### src/hw/iev_defs.svh
/*
 * constants of the interrupt and exception vectoring block: codes, handler
 * offsets, source counts and filter length.
 * assumes it is included by bare name from the package and design modules.
 */
`ifndef IEV_DEFS_SVH
`define IEV_DEFS_SVH

// source counts
`define IEV_NUM_SRC 40
`define IEV_NUM_PIN 8
`define IEV_NUM_LVL 8
`define IEV_SRC_W 6
`define IEV_LVL_W 3

// pin positions: index 0 is the non-maskable pin, 1..7 are maskable pins
`define IEV_PIN_NMI 0
`define IEV_PIN_FIRST_SRC 1

// exception codes
`define IEV_CODE_RESET 16'h0000
`define IEV_CODE_NMI 16'h0010
`define IEV_CODE_WDT 16'h0020
`define IEV_CODE_TRAP_A 16'h0040
`define IEV_CODE_TRAP_B 16'h0050
`define IEV_CODE_ILG 16'h0060
`define IEV_CODE_MASK_BASE 16'h0080
`define IEV_CODE_STEP 16'h0010
`define IEV_HANDLER_LOW_CLR 16'hfff0

// trap number layout
`define IEV_TRAP_GRP_BIT 4

// noise filter: samples that must agree before a level is believed
`define IEV_NF_SAMPLES 3

// edge select encodings
`define IEV_EDGE_NONE 2'h0
`define IEV_EDGE_RISE 2'h1
`define IEV_EDGE_FALL 2'h2
`define IEV_EDGE_BOTH 2'h3

`endif

### src/hw/iev_pkg.sv
/*
 * types shared by the vectoring block and its pin filter.
 * assumes iev_defs.svh sits on the include path.
 */
`include "iev_defs.svh"

package iev_pkg;

    // what kind of event is offered to the core
    typedef enum logic [2:0] {
        IEV_K_RESET = 3'h0,
        IEV_K_NMI = 3'h1,
        IEV_K_WDT = 3'h2,
        IEV_K_TRAP = 3'h3,
        IEV_K_ILG = 3'h4,
        IEV_K_MASK = 3'h5
    } iev_kind_t;

    typedef enum logic [0:0] {
        IEV_S_IDLE = 1'h0,
        IEV_S_OFFER = 1'h1
    } iev_fsm_t;

    // vector handed to the core
    typedef struct packed {
        logic req;
        iev_kind_t kind;
        logic [15:0] code;
        logic [31:0] handler;
    } iev_vec_t;

    // pin filter state
    typedef struct packed {
        logic [`IEV_NF_SAMPLES-1:0] samp;
        logic stable;
        logic pulse;
    } iev_filt_t;

    // whole controller state
    typedef struct packed {
        iev_fsm_t fsm;
        logic [`IEV_NUM_SRC-1:0] pend;
        logic nmi_pend;
        logic wdt_pend;
        logic trap_pend;
        logic [4:0] trap_num;
        logic ilg_pend;
        logic [`IEV_NUM_LVL-1:0] isr;
        logic nmi_busy;
        logic [`IEV_SRC_W-1:0] src;
        logic [`IEV_LVL_W-1:0] lvl;
        iev_vec_t vec;
        logic [31:0] save_m;
        logic [31:0] save_n;
    } iev_state_t;

endpackage

### src/hw/iev_pin_filter.sv
/*
 * noise elimination and valid-edge detection for one external request pin.
 * assumes the pin is already synchronous to core_clk.
 */
`timescale 1ns/1ns
`include "iev_defs.svh"

module iev_pin_filter (
    // clock and reset
    input wire logic core_clk,
    input wire logic rst_n,
    // pin and edge choice
    input wire logic pin,
    input wire logic [1:0] edge_sel,
    // one-cycle valid edge
    output logic valid_edge
);

    iev_pkg::iev_filt_t st;
    iev_pkg::iev_filt_t next_st;
    logic all_hi;
    logic all_lo;

    // a level is believed only once every sample agrees
    always_comb begin
        next_st = st;
        next_st.samp = {st.samp[`IEV_NF_SAMPLES-2:0], pin};
        all_hi = &st.samp;
        all_lo = ~|st.samp;
        next_st.pulse = 1'b0;
        if (all_hi && !st.stable) begin
            next_st.stable = 1'b1;
            next_st.pulse = edge_sel[0];
        end else if (all_lo && st.stable) begin
            next_st.stable = 1'b0;
            next_st.pulse = edge_sel[1];
        end
    end

    always_ff @(posedge core_clk) begin
        if (!rst_n) begin
            st <= '0;
        end else begin
            st <= next_st;
        end
    end

    assign valid_edge = st.pulse; // registered pulse

endmodule // iev_pin_filter

### src/hw/iev_arbiter.sv
/*
 * interrupt and exception vectoring: collects reset, non-maskable, trap and
 * maskable requests, arbitrates by programmed level and default order, tracks
 * nesting and offers one vector at a time to the processor core.
 * assumes peripheral requests are one-cycle pulses synchronous to core_clk,
 * that the core pulses core_accept once per offered vector, and that the
 * core reports handler returns on its return strobes.
 */
`timescale 1ns/1ns
`include "iev_defs.svh"

module irq_arbiter_unit (
    // clock and reset
    input wire logic core_clk,
    input wire logic rst_n,
    input wire logic watchdog_reset_cause,
    // external pins, index 0 non-maskable, 1..7 maskable
    input wire logic [`IEV_NUM_PIN-1:0] ext_pin,
    input wire logic [2*`IEV_NUM_PIN-1:0] ext_edge_sel,
    // on-chip request pulses, one per maskable source except 1..7, which take pins
    input wire logic [`IEV_NUM_SRC-1:0] periph_req,
    input wire logic watchdog_nonmaskable_request,
    // per-source level and mask
    input wire logic [`IEV_LVL_W*`IEV_NUM_SRC-1:0] src_level,
    input wire logic [`IEV_NUM_SRC-1:0] src_mask,
    // exceptions from the core
    input wire logic illegal_opcode_trap,
    input wire logic debug_break_instruction,
    input wire logic software_trap_req,
    input wire logic [4:0] software_trap_num,
    // acceptance and return from the core
    input wire logic core_accept,
    input wire logic [31:0] following_instruction_address,
    input wire logic core_return_maskable,
    input wire logic core_return_nonmaskable,
    // vector offered to the core
    output iev_pkg::iev_vec_t exc_vec,
    output logic [`IEV_LVL_W-1:0] exc_level,
    // saved return addresses
    output logic [31:0] maskable_return_pc_save,
    output logic [31:0] nonmaskable_return_pc_save,
    // nesting status
    output logic [`IEV_NUM_LVL-1:0] in_service
);

    iev_pkg::iev_state_t st;
    iev_pkg::iev_state_t next_st;
    logic [`IEV_NUM_PIN-1:0] pin_edge;
    logic [`IEV_NUM_SRC-1:0] src_set;
    logic [`IEV_NUM_SRC-1:0] src_clr;
    logic [`IEV_NUM_SRC-1:0] eligible;
    logic win_ok;
    logic [`IEV_SRC_W-1:0] win_src;
    logic [`IEV_LVL_W-1:0] win_lvl;
    logic cur_ok;
    logic [`IEV_LVL_W-1:0] cur_lvl;
    logic pass_nest;

    // handler address is the code with its low nibble cleared, zero-extended
    function automatic logic [31:0] handler_of(input logic [15:0] code);
        handler_of = {16'h0000, code & `IEV_HANDLER_LOW_CLR};
    endfunction

    // build a vector from kind and code
    function automatic iev_pkg::iev_vec_t make_vec(input iev_pkg::iev_kind_t k,
                                                   input logic [15:0] code);
        make_vec.req = 1'b1;
        make_vec.kind = k;
        make_vec.code = code;
        make_vec.handler = handler_of(code);
    endfunction

    // level of one source out of the packed level bus
    function automatic logic [`IEV_LVL_W-1:0] level_of(input int unsigned idx,
            input logic [`IEV_LVL_W*`IEV_NUM_SRC-1:0] bus);
        level_of = bus[idx*`IEV_LVL_W +: `IEV_LVL_W];
    endfunction

    genvar g;
    generate
        for (g = 0; g < `IEV_NUM_PIN; g = g + 1) begin : g_pin
            iev_pin_filter u_filt (
                .core_clk(core_clk),
                .rst_n(rst_n),
                .pin(ext_pin[g]),
                .edge_sel(ext_edge_sel[2*g +: 2]),
                .valid_edge(pin_edge[g])
            );
        end
    endgenerate

    // pins 1..7 replace on-chip requests at sources 1..7
    always_comb begin
        src_set = periph_req;
        for (int i = `IEV_PIN_FIRST_SRC; i < `IEV_NUM_PIN; i++) begin
            src_set[i] = pin_edge[i];
        end
    end

    // masked or already-serviced sources drop out
    assign eligible = st.pend & ~src_mask;

    // ties go to the lower index by scanning downward with <=
    always_comb begin
        win_ok = 1'b0;
        win_src = '0;
        win_lvl = '0;
        for (int i = `IEV_NUM_SRC - 1; i >= 0; i--) begin
            if (eligible[i] && (!win_ok || level_of(i, src_level) <= win_lvl)) begin
                win_ok = 1'b1;
                win_src = i[`IEV_SRC_W-1:0];
                win_lvl = level_of(i, src_level);
            end
        end
    end

    // current running level is the best level still in service
    always_comb begin
        cur_ok = 1'b0;
        cur_lvl = '0;
        for (int l = `IEV_NUM_LVL - 1; l >= 0; l--) begin
            if (st.isr[l]) begin
                cur_ok = 1'b1;
                cur_lvl = l[`IEV_LVL_W-1:0];
            end
        end
    end

    // strictly better level preempts; equal or worse waits
    assign pass_nest = win_ok && (!cur_ok || win_lvl < cur_lvl);

    // next state: pending capture, arbitration, offer and acceptance
    always_comb begin
        next_st = st;
        src_clr = '0;

        if (pin_edge[`IEV_PIN_NMI]) begin
            next_st.nmi_pend = 1'b1;
        end
        if (watchdog_nonmaskable_request) begin
            next_st.wdt_pend = 1'b1;
        end
        // illegal opcode and debug break share one trap
        if (illegal_opcode_trap || debug_break_instruction) begin
            next_st.ilg_pend = 1'b1;
        end
        // software trap number captured with its request
        if (software_trap_req) begin
            next_st.trap_pend = 1'b1;
            next_st.trap_num = software_trap_num;
        end

        // nesting bookkeeping on handler return
        if (core_return_maskable && cur_ok) begin
            next_st.isr[cur_lvl] = 1'b0;
        end
        if (core_return_nonmaskable) begin
            next_st.nmi_busy = 1'b0;
        end

        unique case (st.fsm)
            iev_pkg::IEV_S_IDLE: begin
                // exceptions come before interrupts; nmi blocks maskable
                if (st.ilg_pend) begin
                    // a new trap in the clearing cycle stays pending
                    next_st.ilg_pend = illegal_opcode_trap || debug_break_instruction;
                    next_st.vec = make_vec(iev_pkg::IEV_K_ILG, `IEV_CODE_ILG);
                    next_st.fsm = iev_pkg::IEV_S_OFFER;
                end else if (st.trap_pend) begin
                    next_st.trap_pend = software_trap_req;
                    next_st.vec = make_vec(iev_pkg::IEV_K_TRAP,
                        (st.trap_num[`IEV_TRAP_GRP_BIT] ? `IEV_CODE_TRAP_B : `IEV_CODE_TRAP_A)
                        | {12'h000, st.trap_num[3:0]});
                    next_st.fsm = iev_pkg::IEV_S_OFFER;
                end else if (st.nmi_pend && !st.nmi_busy) begin
                    next_st.nmi_pend = pin_edge[`IEV_PIN_NMI];
                    next_st.vec = make_vec(iev_pkg::IEV_K_NMI, `IEV_CODE_NMI);
                    next_st.fsm = iev_pkg::IEV_S_OFFER;
                end else if (st.wdt_pend && !st.nmi_busy) begin
                    next_st.wdt_pend = watchdog_nonmaskable_request;
                    next_st.vec = make_vec(iev_pkg::IEV_K_WDT, `IEV_CODE_WDT);
                    next_st.fsm = iev_pkg::IEV_S_OFFER;
                end else if (pass_nest && !st.nmi_busy) begin
                    // code steps by one slot per source index
                    next_st.vec = make_vec(iev_pkg::IEV_K_MASK,
                        `IEV_CODE_MASK_BASE + 16'(`IEV_CODE_STEP * win_src));
                    next_st.src = win_src;
                    next_st.lvl = win_lvl;
                    next_st.fsm = iev_pkg::IEV_S_OFFER;
                end
            end
            iev_pkg::IEV_S_OFFER: begin
                if (core_accept) begin
                    next_st.fsm = iev_pkg::IEV_S_IDLE;
                    next_st.vec.req = 1'b0;
                    // save register chosen by event class
                    unique case (st.vec.kind)
                        iev_pkg::IEV_K_NMI, iev_pkg::IEV_K_WDT: begin
                            next_st.save_n = following_instruction_address;
                            next_st.nmi_busy = 1'b1;
                        end
                        iev_pkg::IEV_K_MASK: begin
                            next_st.save_m = following_instruction_address;
                            next_st.isr[st.lvl] = 1'b1;
                            src_clr[st.src] = 1'b1;
                        end
                        iev_pkg::IEV_K_TRAP, iev_pkg::IEV_K_ILG: begin
                            next_st.save_m = following_instruction_address;
                        end
                        // reset saves nothing; both save registers keep the zero that reset loads
                        iev_pkg::IEV_K_RESET: begin
                        end
                        default: begin
                        end
                    endcase
                end
            end
        endcase

        // a new request in the clearing cycle survives
        next_st.pend = (st.pend & ~src_clr) | src_set;

        // watchdog reset restarts everything but the pin filters, and offers the reset vector
        if (watchdog_reset_cause) begin
            next_st = '0;
            next_st.fsm = iev_pkg::IEV_S_OFFER;
            next_st.vec = make_vec(iev_pkg::IEV_K_RESET, `IEV_CODE_RESET);
        end
    end

    // pin reset offers the reset vector straight away
    always_ff @(posedge core_clk) begin
        if (!rst_n) begin
            st <= '0;
            st.fsm <= iev_pkg::IEV_S_OFFER;
            st.vec.req <= 1'b1;
            st.vec.kind <= iev_pkg::IEV_K_RESET;
            st.vec.code <= `IEV_CODE_RESET;
            st.vec.handler <= {16'h0000, `IEV_CODE_RESET};
        end else begin
            st <= next_st;
        end
    end

    // all outputs come straight from state flip-flops
    assign exc_vec = st.vec;
    assign exc_level = st.lvl;
    assign maskable_return_pc_save = st.save_m;
    assign nonmaskable_return_pc_save = st.save_n;
    assign in_service = st.isr;

endmodule // irq_arbiter_unit

### config.mk
export PLATFORM = sky130hd
export DESIGN_NAME = irq_arbiter_unit
export DESIGN_NICKNAME = d
export VERILOG_FILES = /design/src/hw/iev_pkg.sv /design/src/hw/iev_pin_filter.sv /design/src/hw/iev_arbiter.sv
export VERILOG_INCLUDE_DIRS = /design/src /design/src/hw
export SDC_FILE = /design/constraint.sdc
export NUM_CORES = 1
export LEC_CHECK = 0
export BUFFER_PORTS_ARGS = -buffer_cell sky130_fd_sc_hd__buf_2
export CORE_ASPECT_RATIO = 0.5
export CORE_MARGIN = 4
export CORE_UTILIZATION = 40
export CTS_CLUSTER_DIAMETER = 30
export DETAILED_ROUTE_END_ITERATION = 7
export MAX_ROUTING_LAYER = met4
export SETUP_SLACK_MARGIN = 0.5
export SYNTH_ARGS = -nofsm -noshare
export SYNTH_HDL_FRONTEND = slang
export SYNTH_SLANG_ARGS = --single-unit
### constraint.sdc
create_clock -name core_clk -period 143.7 [get_ports core_clk]
set_clock_uncertainty 0.2 [all_clocks]
set_input_delay 21.555 -clock core_clk [delete_from_list [all_inputs] [get_ports core_clk]]
set_output_delay 21.555 -clock core_clk [all_outputs]
set_load 0.01 [all_outputs]
==> flow_summary_export.csv, run 1 <==
group,metric,value,unit
status,status,"completed",
global_routing,grt_max_degree,96,
setup_path,path_max_fanout,14,
placed_design,port_buffers,360,
placed_design,gp_congestion,0.937,
timing,worst_slew_pin_slew,1.06,ns
routing,wl,45.8,mm
setup_path,crit_arrival,87.85,ns
pwr,leakage,7.62,nW
setup_path,end_kind,"flop",
cells_and_area,layout_common_cells,"360 x buf_2, 238 x nand2_1, 187 x dfxtp_1, 159 x a21oi_1",
pwr,peakVddDrop,0.00814,mV
cells_and_area,final_util,0.470,
floorplanning,initial_core_util,0.412,
cells_and_area,multi_input_area,9090,um^2
clock_tree,ctsHoldBuffers,0,
global_routing,grt_pass1_vias,13168,
routing,antenna_left,0,
clock_tree,h-tree-depth,4,
floorplanning,die_h,142,um
setup_path,cp_common_cell,"o21ai_0",
synthesis,synth_warnings,0,
timing,hold_violations,0,
cells_and_area,final_common_cell,"buf_2",
pwr,power_density,11.1,nW/um^2
synthesis,syn_avg_cell_area,7.55,um^2
setup_path,cpLargestDelayFamily,"compound AO/OA/AOI/OAI gates",
clock_tree,cts_resized,0,
pwr,power,0.182,mW
routing,drt-wirelength-per-cell,17.3,um
global_routing,grt_usage,0.226,
timing,slew_violations,0,
timing,setup-tns-final,0,ns
cells_and_area,seq_area,3740,um^2
synthesis,synthFlopType,"dfxtp_1",
global_routing,overflow,0,
synthesis,synth_cells,1911,
timing,fmax,0.0114,GHz
cells_and_area,area_delta_synth_final,14.1,%
synthesis,ys_ff_latch,187,
timing,rsz0062_at_grt,"false",
synthesis,synth.distinct_cells,91,
setup_path,critPathLaunchType,"input port",
clock_tree,clk_latency,0.45,ns
synthesis,synth_edf_count,0,
setup_path,worst-path-buf-inv,18,
floorplanning,ioPinCount,398,
clock_tree,post_cts_buffers,0,
setup_path,worstPathRequired,143.88,ns
clock_tree,cts_buffers,17,
clock_tree,root_buffer,"clkbuf_16",
clock_tree,cts.path.max_buffers,2,
setup_path,crit_slowest_cell,"a2111oi_4",
setup_path,worstSetupPathType,"input port to flop",
routing,viasPerCell,5.29,
clock_tree,clock_sinks,187,
floorplanning,rows,48,
timing,slew_headroom,0.295,
global_routing,grt_pass1_wl,69.9,mm
timing,worst_hold_slack,0.232,ns
routing,drtIter0Drc,1032,
routing,num_vias,14010,
placed_design,hpwl,37.4,mm
cells_and_area,nets,2540,
timing,setup_viol,0,
clock_tree,cts_tree,"done",
timing,fin_crit_sh,0.610,
hold_path,hold_path.class,"flop to flop",
floorplanning,core-area,35000,um^2
synthesis,seq_area_frac_synth,0.259,
routing,drc,0,
synthesis,ys_async_sr_fraction,0,
floorplanning,die_area,39400,um^2
floorplanning,die_x,277,um
routing,dr.pass1.iters,5,
global_routing,antenna_found_initial,9,
clock_tree,clk_pin_slew_worst_paths,0.08,ns
setup_path,cpPeakStageDelay,0.97,ns
timing,min_period,87.67,ns
cells_and_area,fillers,3648,
flow_run,drv_cap,0,
synthesis,synth_area,14400,um^2
cells_and_area,drive_gt1_frac,0.215,
-- Yosys cell counts (7+ instances only) --
| library cell | count | area, um^2 |
|---|---|---|
| nand2_1 | 238 | 893 |
| dfxtp_1 | 187 | 3740 |
| a21oi_1 | 159 | 796 |
| inv_1 | 138 | 518 |
| o21ai_0 | 138 | 691 |
| buf_4 | 129 | 968 |
| nor2_1 | 121 | 454 |
| ha_1 | 120 | 1500 |
| nor2b_1 | 73 | 457 |
| nand3_1 | 56 | 280 |
| clkbuf_1 | 41 | 154 |
| and2_1 | 40 | 250 |
| nand2b_1 | 40 | 250 |
| o21a_1 | 40 | 300 |
| mux2i_1 | 32 | 320 |
| nor3_1 | 28 | 140 |
| a21o_1 | 22 | 165 |
| a31oi_1 | 19 | 119 |
| mux2_2 | 18 | 203 |
| nor4_1 | 17 | 106 |
| a32oi_1 | 15 | 131 |
| or2_2 | 14 | 87.6 |
| a21boi_0 | 11 | 82.6 |
| o211ai_1 | 11 | 82.6 |
| a22o_1 | 10 | 87.6 |
| and3_1 | 10 | 62.6 |
| nand4_1 | 10 | 62.6 |
| nor3b_1 | 10 | 75.1 |
| o22ai_1 | 10 | 62.6 |
| a22oi_1 | 8 | 60.1 |
| o31ai_1 | 8 | 60.1 |
| or3_1 | 8 | 50.1 |
| a211oi_1 | 7 | 52.6 |
-- power breakdown --
group / total (mW) / switching, mW / leakage, nW / internal (mW)
registers: 0.0536 / 0.000814 / 1.52 / 0.0528
clock network: 0.0476 / 0.0240 / 0.287 / 0.0235
logic: 0.0813 / 0.0469 / 5.81 / 0.0345
-- area by class of cell --
cell class              instances  share of cell area
clock buffers                  18              0.0261
repair buffers                370               0.114
diodes                         11             0.00167
inverters                     138              0.0315
clock inverters                14              0.0103
multi-input cells            1435               0.553
flip-flops and latches        187               0.228
well taps                     475              0.0361
-- stage by stage --
stage                     instances  setup WS [ns]  instance area (um^2)
after floorplan                1940          68.39                 14500
after global placement         2605          57.05                 15800
after detailed placement       2605          56.68                 15800
after CTS                      2637          56.90                 16400
after global routing           2646          50.50                 16400
final                          2648          56.03                 16500
-- worst paths after layout --
kind	from	end	slack (ns)	depth (start not counted)
max	src_mask[39]	st[119]$_SDFFE_PP0P_	56.03	309
min reg2reg	g_pin[2].u_filt.valid_edge$_SDFF_PN0_	st[145]$_SDFF_PP0_	0.23	2
min	g_pin[2].u_filt.valid_edge$_SDFF_PN0_	st[145]$_SDFF_PP0_	0.23	2
max reg2reg	st[182]$_SDFF_PP0_	st[119]$_SDFFE_PP0P_	76.88	308
-- flip-flops by register name (all words and copies together) (netlist names) --
signal and flops:
st 57, g_pin.u_filt.valid_edge 8, g_pin.u_filt.st 16, in_service 8
maskable_return_pc_save 32, nonmaskable_return_pc_save 32, exc_level 3, exc_vec 15
g_pin.u_filt.next_st 16
-- per-layer routing --
layer	global-route usage	part of all wire	vias up
met5	-	0	-
met4	0.0643	0.021	0
met3	0.0356	0.044	49
met2	0.395	0.50	336
met1	0.273	0.43	6518
li1	-	-	7107
-- tightest hold or removal path, stage by stage (launching register included) --
cell and delay, ns:
dfxtp_1 0.30, inv_1 0.04, a21oi_1 0.05
-- cells by family after synthesis --
family,Yosys count,synth area share
AOI/OAI and AO/OA,540,0.241
adders and majority gates,120,0.104
buffers and inverters,318,0.119
and+or+nand+nor,692,0.239
other,1,0.000260
muxes,51,0.0370
DFF,187,0.259
xor gates and xnor gates,2,0.00121
Power figures use the tool's default switching activity.
==> run 2, diff against run 1 <==
==> constraint.sdc (replaced) <==
create_clock -name core_clk -period 89.7 [get_ports core_clk]
set_clock_uncertainty 0.2 [all_clocks]
set_input_delay 13.455 -clock core_clk [delete_from_list [all_inputs] [get_ports core_clk]]
set_output_delay 13.455 -clock core_clk [all_outputs]
set_load 0.01 [all_outputs]
==> flow_summary_export.csv, run 2 (synthesis results as in run 1) <==
group,metric,value,unit
status,status,"completed",
cells_and_area,largest_reg_flops,57,
pwr,power_density,17.7,nW/um^2
placed_design,gp_congestion,0.925,
setup_path,cp_common_cell,"o21ai_0",
placed_design,port_buffers,360,
pwr,leakage,7.61,nW
hold_path,hold_path.class,"flop to flop",
routing,wl,45.7,mm
routing,antenna_left,0,
global_routing,grt_usage,0.226,
setup_path,critPathLaunchType,"input port",
cells_and_area,finalInstanceArea,16400,um^2
clock_tree,post_cts_buffers,0,
clock_tree,root_buffer,"clkbuf_16",
pwr,peakVddDrop,0.0124,mV
placed_design,place_area,15800,um^2
hold_path,min-delay-start,"g_pin[7].u_filt.valid_edge$_SDFF_PN0_",
clock_tree,clock_sinks,187,
clock_tree,cts_buffers,17,
clock_tree,h-tree-depth,4,
timing,setup-tns-final,0,ns
setup_path,crit_arrival,79.59,ns
setup_path,cpPeakStageDelay,0.95,ns
setup_path,path_max_fanout,14,
cells_and_area,final_cell_count_no_fill,2648,
clock_tree,cts.path.max_buffers,2,
cells_and_area,drive_gt1_frac,0.215,
cells_and_area,top_register,"st",
timing,slew_headroom,0.326,
timing,slew_violations,0,
routing,dr.pass1.iters,5,
global_routing,grt_pass1_wl,69.5,mm
clock_tree,clk_pin_slew_worst_paths,0.07,ns
global_routing,grt_max_degree,74,
global_routing,antenna_found_initial,11,
timing,min_period,79.42,ns
hold_path,holdPathStages,2,
cells_and_area,layout_common_cells,"360 x buf_2, 238 x nand2_1, 187 x dfxtp_1, 159 x a21oi_1",
clock_tree,ctsHoldBuffers,0,
floorplanning,rows,48,
cells_and_area,final_util,0.469,
timing,worst_slew_pin_slew,1.01,ns
timing,setup_viol,0,
setup_path,worstSetupPathType,"input port to flop",
placed_design,hpwl,37.4,mm
flow_run,drv_cap,0,
clock_tree,cts_tree,"done",
timing,hold_violations,0,
setup_path,reg2reg_depth,305,
cells_and_area,area_delta_synth_final,13.9,%
hold_path,hold_end,"st[150]$_SDFF_PP0_",
setup_path,reg2reg_slack,23.02,ns
floorplanning,die_h,142,um
floorplanning,initial_core_util,0.412,
timing,fin_crit_sh,0.885,
setup_path,timing.rr.start,"st[182]$_SDFF_PP0_",
global_routing,grt_pass1_vias,13096,
cells_and_area,final_common_cell,"buf_2",
global_routing,overflow,0,
cells_and_area,nets,2540,
routing,drt-wirelength-per-cell,17.3,um
setup_path,rr_endpoint,"st[119]$_SDFFE_PP0P_",
routing,num_vias,14021,
setup_path,crit_slowest_cell,"a2111oi_4",
clock_tree,clk_latency,0.44,ns
routing,drtIter0Drc,944,
timing,fmax,0.0126,GHz
floorplanning,die_area,39400,um^2
routing,viasPerCell,5.29,
floorplanning,core-area,35000,um^2
floorplanning,ioPinCount,398,
routing,drc,0,
placed_design,post-place-cells,2605,
floorplanning,die_x,277,um
clock_tree,cts_resized,0,
setup_path,worstPathRequired,89.87,ns
timing,rsz0062_at_grt,"false",
setup_path,end_kind,"flop",
[run 2: cell type report]
class                           instances  area [um^2]
Fill cell                            3617        18600
Multi-Input combinational cell       1435         9090
Sequential cell                       187         3740
Timing Repair Buffer                  370         1880
Tap cell                              475          594
Inverter                              138          518
Clock buffer                           18          439
Clock inverter                         13          129
Antenna cell                           12         30.0
[run 2: power by group]
part	switching, mW	total [mW]	internal, mW
Combinational	0.0748	0.130	0.0551
Sequential	0.00129	0.0859	0.0846
Clock	0.0366	0.0741	0.0375
Total	0.113	0.290	0.177
[run 2: how the worst max path moves through the flow]
stage            startpoint                    to  slack (ns)
2_1_floorplan  src_mask[39]  st[120]$_SDFFE_PP0P_       22.49
3_3_place_gp   src_mask[39]  st[119]$_SDFFE_PP0P_       11.15
3_5_place_dp   src_mask[39]  st[119]$_SDFFE_PP0P_       10.67
4_1_cts        src_mask[39]  st[119]$_SDFFE_PP0P_       10.84
5_1_grt        src_mask[39]  st[119]$_SDFFE_PP0P_        4.17
6_report       src_mask[39]  st[119]$_SDFFE_PP0P_       10.28
[run 2: worst max-delay path: cells and delay by family]
kind	cells	cell delay, ns
adders and majority gates	40	11.07
AOI/OAI and AO/OA	141	33.40
buffers and inverters	19	2.11
and+or+nand+nor	93	15.01
muxes	13	4.43
[run 2: stage by stage]
| step | power [mW] | worst slack, ns | hold slack, ns |
|---|---|---|---|
| after floorplan | 0.181 | 22.49 | 0.211 |
| after global routing | 0.313 | 4.17 | 0.260 |
| after CTS | 0.291 | 10.84 | 0.233 |
| final | 0.290 | 10.28 | 0.229 |
| after detailed placement | 0.216 | 10.67 | 0.219 |
| after global placement | 0.215 | 11.15 | 0.220 |
[run 2: layer usage]
layer	part of all wire	GRT usage
met3	0.040	0.0357
met2	0.50	0.394
met4	0.026	0.0700
met5	0	-
met1	0.43	0.270
==> run 3, diff against run 2 <==
--- a/config.mk
+++ b/config.mk
@@ -7,12 +7,15 @@
 export NUM_CORES = 1
 export LEC_CHECK = 0
 export BUFFER_PORTS_ARGS = -buffer_cell sky130_fd_sc_hd__buf_2
+export CELL_PAD_IN_SITES_DETAIL_PLACEMENT = 0
+export CELL_PAD_IN_SITES_GLOBAL_PLACEMENT = 2
 export CORE_ASPECT_RATIO = 0.5
 export CORE_MARGIN = 4
-export CORE_UTILIZATION = 40
+export CORE_UTILIZATION = 30
 export CTS_CLUSTER_DIAMETER = 30
 export DETAILED_ROUTE_END_ITERATION = 7
 export MAX_ROUTING_LAYER = met4
+export PLACE_DENSITY_LB_ADDON = 0.1
 export SETUP_SLACK_MARGIN = 0.5
 export SYNTH_ARGS = -nofsm -noshare
 export SYNTH_HDL_FRONTEND = slang
==> flow_summary_export.csv, run 3 (synthesis results as in run 1) <==
group,metric,value,unit
timing,hold_violations,0,
timing,slew_violations,0,
routing,antenna_left,0,
floorplanning,die_x,318,um
timing,slew_headroom,0.265,
setup_path,timing.rr.start,"st[182]$_SDFF_PP0_",
pwr,power_density,17.7,nW/um^2
setup_path,worstPathRequired,89.86,ns
setup_path,reg2reg_depth,306,
global_routing,grt_usage,0.194,
cells_and_area,final_util,0.352,
cells_and_area,area_delta_synth_final,15.2,%
placed_design,gp_congestion,0.854,
placed_design,port_buffers,360,
timing,min_period,81.03,ns
routing,dr.pass1.iters,5,
routing,wl,51.0,mm
routing,drtIter0Drc,652,
pwr,combPwrFrac,0.449,
floorplanning,ioPinCount,398,
cells_and_area,top_register,"st",
clock_tree,clk_pin_slew_worst_paths,0.07,ns
clock_tree,cts.path.max_buffers,2,
setup_path,worstSetupPathType,"input port to flop",
pwr,seqPwrFrac,0.293,
cells_and_area,diodes,0,
pwr,peakVddDrop,0.0102,mV
pwr,internal_power,0.183,mW
clock_tree,h-tree-depth,4,
pwr,p_sw,0.112,mW
setup_path,startpoint,"src_mask[39]",
timing,worst_hold_slack,0.228,ns
floorplanning,die_area,51900,um^2
floorplanning,core-area,47200,um^2
clock_tree,clk_latency,0.44,ns
hold_path,holdPathStages,2,
timing,worst_slew_pin_slew,1.10,ns
cells_and_area,fillers,5205,
cells_and_area,drive_gt1_frac,0.214,
flow_run,drv_cap,0,
setup_path,worst-path-buf-inv,17,
clock_tree,cts_tree,"done",
cells_and_area,layout_common_cells,"360 x buf_2, 238 x nand2_1, 187 x dfxtp_1, 159 x a21oi_1",
clock_tree,ctsHoldBuffers,0,
timing,rsz0062_at_grt,"false",
timing,fin_crit_sh,0.903,
routing,drc,0,
floorplanning,die_h,163,um
setup_path,path_max_fanout,14,
setup_path,crit_slowest_cell,"a2111oi_4",
clock_tree,cts_buffers,17,
hold_path,min-delay-start,"g_pin[6].u_filt.valid_edge$_SDFF_PN0_",
setup_path,cp_common_cell,"o21ai_0",
cells_and_area,final_cell_count_no_fill,2799,
routing,num_vias,13766,
cells_and_area,final_common_cell,"buf_2",
status,status,"completed",
setup_path,cpLargestDelayFamily,"compound AO/OA/AOI/OAI gates",
setup_path,cp_num_cells,307,
cells_and_area,finalInstanceArea,16600,um^2
timing,fmax,0.0123,GHz
global_routing,grt_pass1_vias,13498,
hold_path,hold_path.class,"flop to flop",
global_routing,antenna_found_initial,0,
setup_path,critPathLaunchType,"input port",
setup_path,end_kind,"flop",
pwr,leakage,7.61,nW
floorplanning,initial_core_util,0.306,
timing,setup-tns-final,0,ns
clock_tree,post_cts_buffers,0,
clock_tree,cts_resized,0,
floorplanning,rows,56,
clock_tree,root_buffer,"clkbuf_16",
placed_design,post-place-cells,2767,
routing,viasPerCell,4.92,
placed_design,place_area,16000,um^2
global_routing,grt_pass1_wl,76.7,mm
cells_and_area,nets,2539,
timing,setup_viol,0,
global_routing,grt_max_degree,82,
global_routing,overflow,0,
cells_and_area,largest_reg_flops,57,
clock_tree,clock_sinks,187,
routing,drt-wirelength-per-cell,18.2,um
placed_design,hpwl,42.1,mm
setup_path,cpPeakStageDelay,1.02,ns
setup_path,crit_arrival,81.19,ns
pwr,switching_share,0.379,
pwr,power_frac_clock,0.258,
==> run 3: per-stage QoR <==
stage / setup slack (ns) / total power [mW]
final: 8.67 / 0.295
after global routing: 2.87 / 0.321
after CTS: 8.76 / 0.299
after detailed placement: 8.53 / 0.220
after global placement: 8.07 / 0.221
after floorplan: 22.49 / 0.181
==> run 3: routing by layer <==
| metal | wire length (um) | part of all wire | vias to the layer above | track usage |
|---|---|---|---|---|
| met2 | 25300 | 0.50 | 274 | 0.342 |
| met4 | 507 | 0.0099 | 0 | 0.0305 |
| met1 | 23200 | 0.45 | 6381 | 0.241 |
| met3 | 1960 | 0.038 | 29 | 0.0305 |
| met5 | 0 | 0 | - | - |
| li1 | - | - | 7082 | - |
==> run 3: final timing paths <==
check | slack (ns) | endpoint
max | 8.67 | st[119]$_SDFFE_PP0P_
max reg2reg | 21.21 | st[119]$_SDFFE_PP0P_
min reg2reg | 0.23 | st[149]$_SDFF_PP0_
min | 0.23 | st[149]$_SDFF_PP0_
==> run 3: cell type report <==
cell class / count / area [um^2] / area share
inverter: 138 / 518 / 0.0312
clock inverter: 11 / 118 / 0.00708
sequential: 187 / 3740 / 0.225
timing repair buffer: 369 / 1870 / 0.113
tap: 638 / 798 / 0.0481
clock buffer: 21 / 470 / 0.0283
multi-input combinational: 1435 / 9090 / 0.547
==> run 3: power by group through the flow <==
stage | Sequential, mW | Combinational, mW | Clock, mW
after floorplan | 0.0874 | 0.0940 | 0
after global routing | 0.0865 | 0.151 | 0.0827
final | 0.0863 | 0.132 | 0.0761
after CTS | 0.0863 | 0.133 | 0.0796
after detailed placement | 0.0882 | 0.132 | 0
after global placement | 0.0882 | 0.132 | 0
==> run 3: worst register-to-register path, delay by kind of cell (launching register included) <==
family | cells | cell delay, ns
mux | 10 | 3.53
simple gates | 96 | 16.47
compound gates | 144 | 34.92
fa+ha+maj | 40 | 11.12
buf+inv | 16 | 1.72
flops | 1 | 0.50
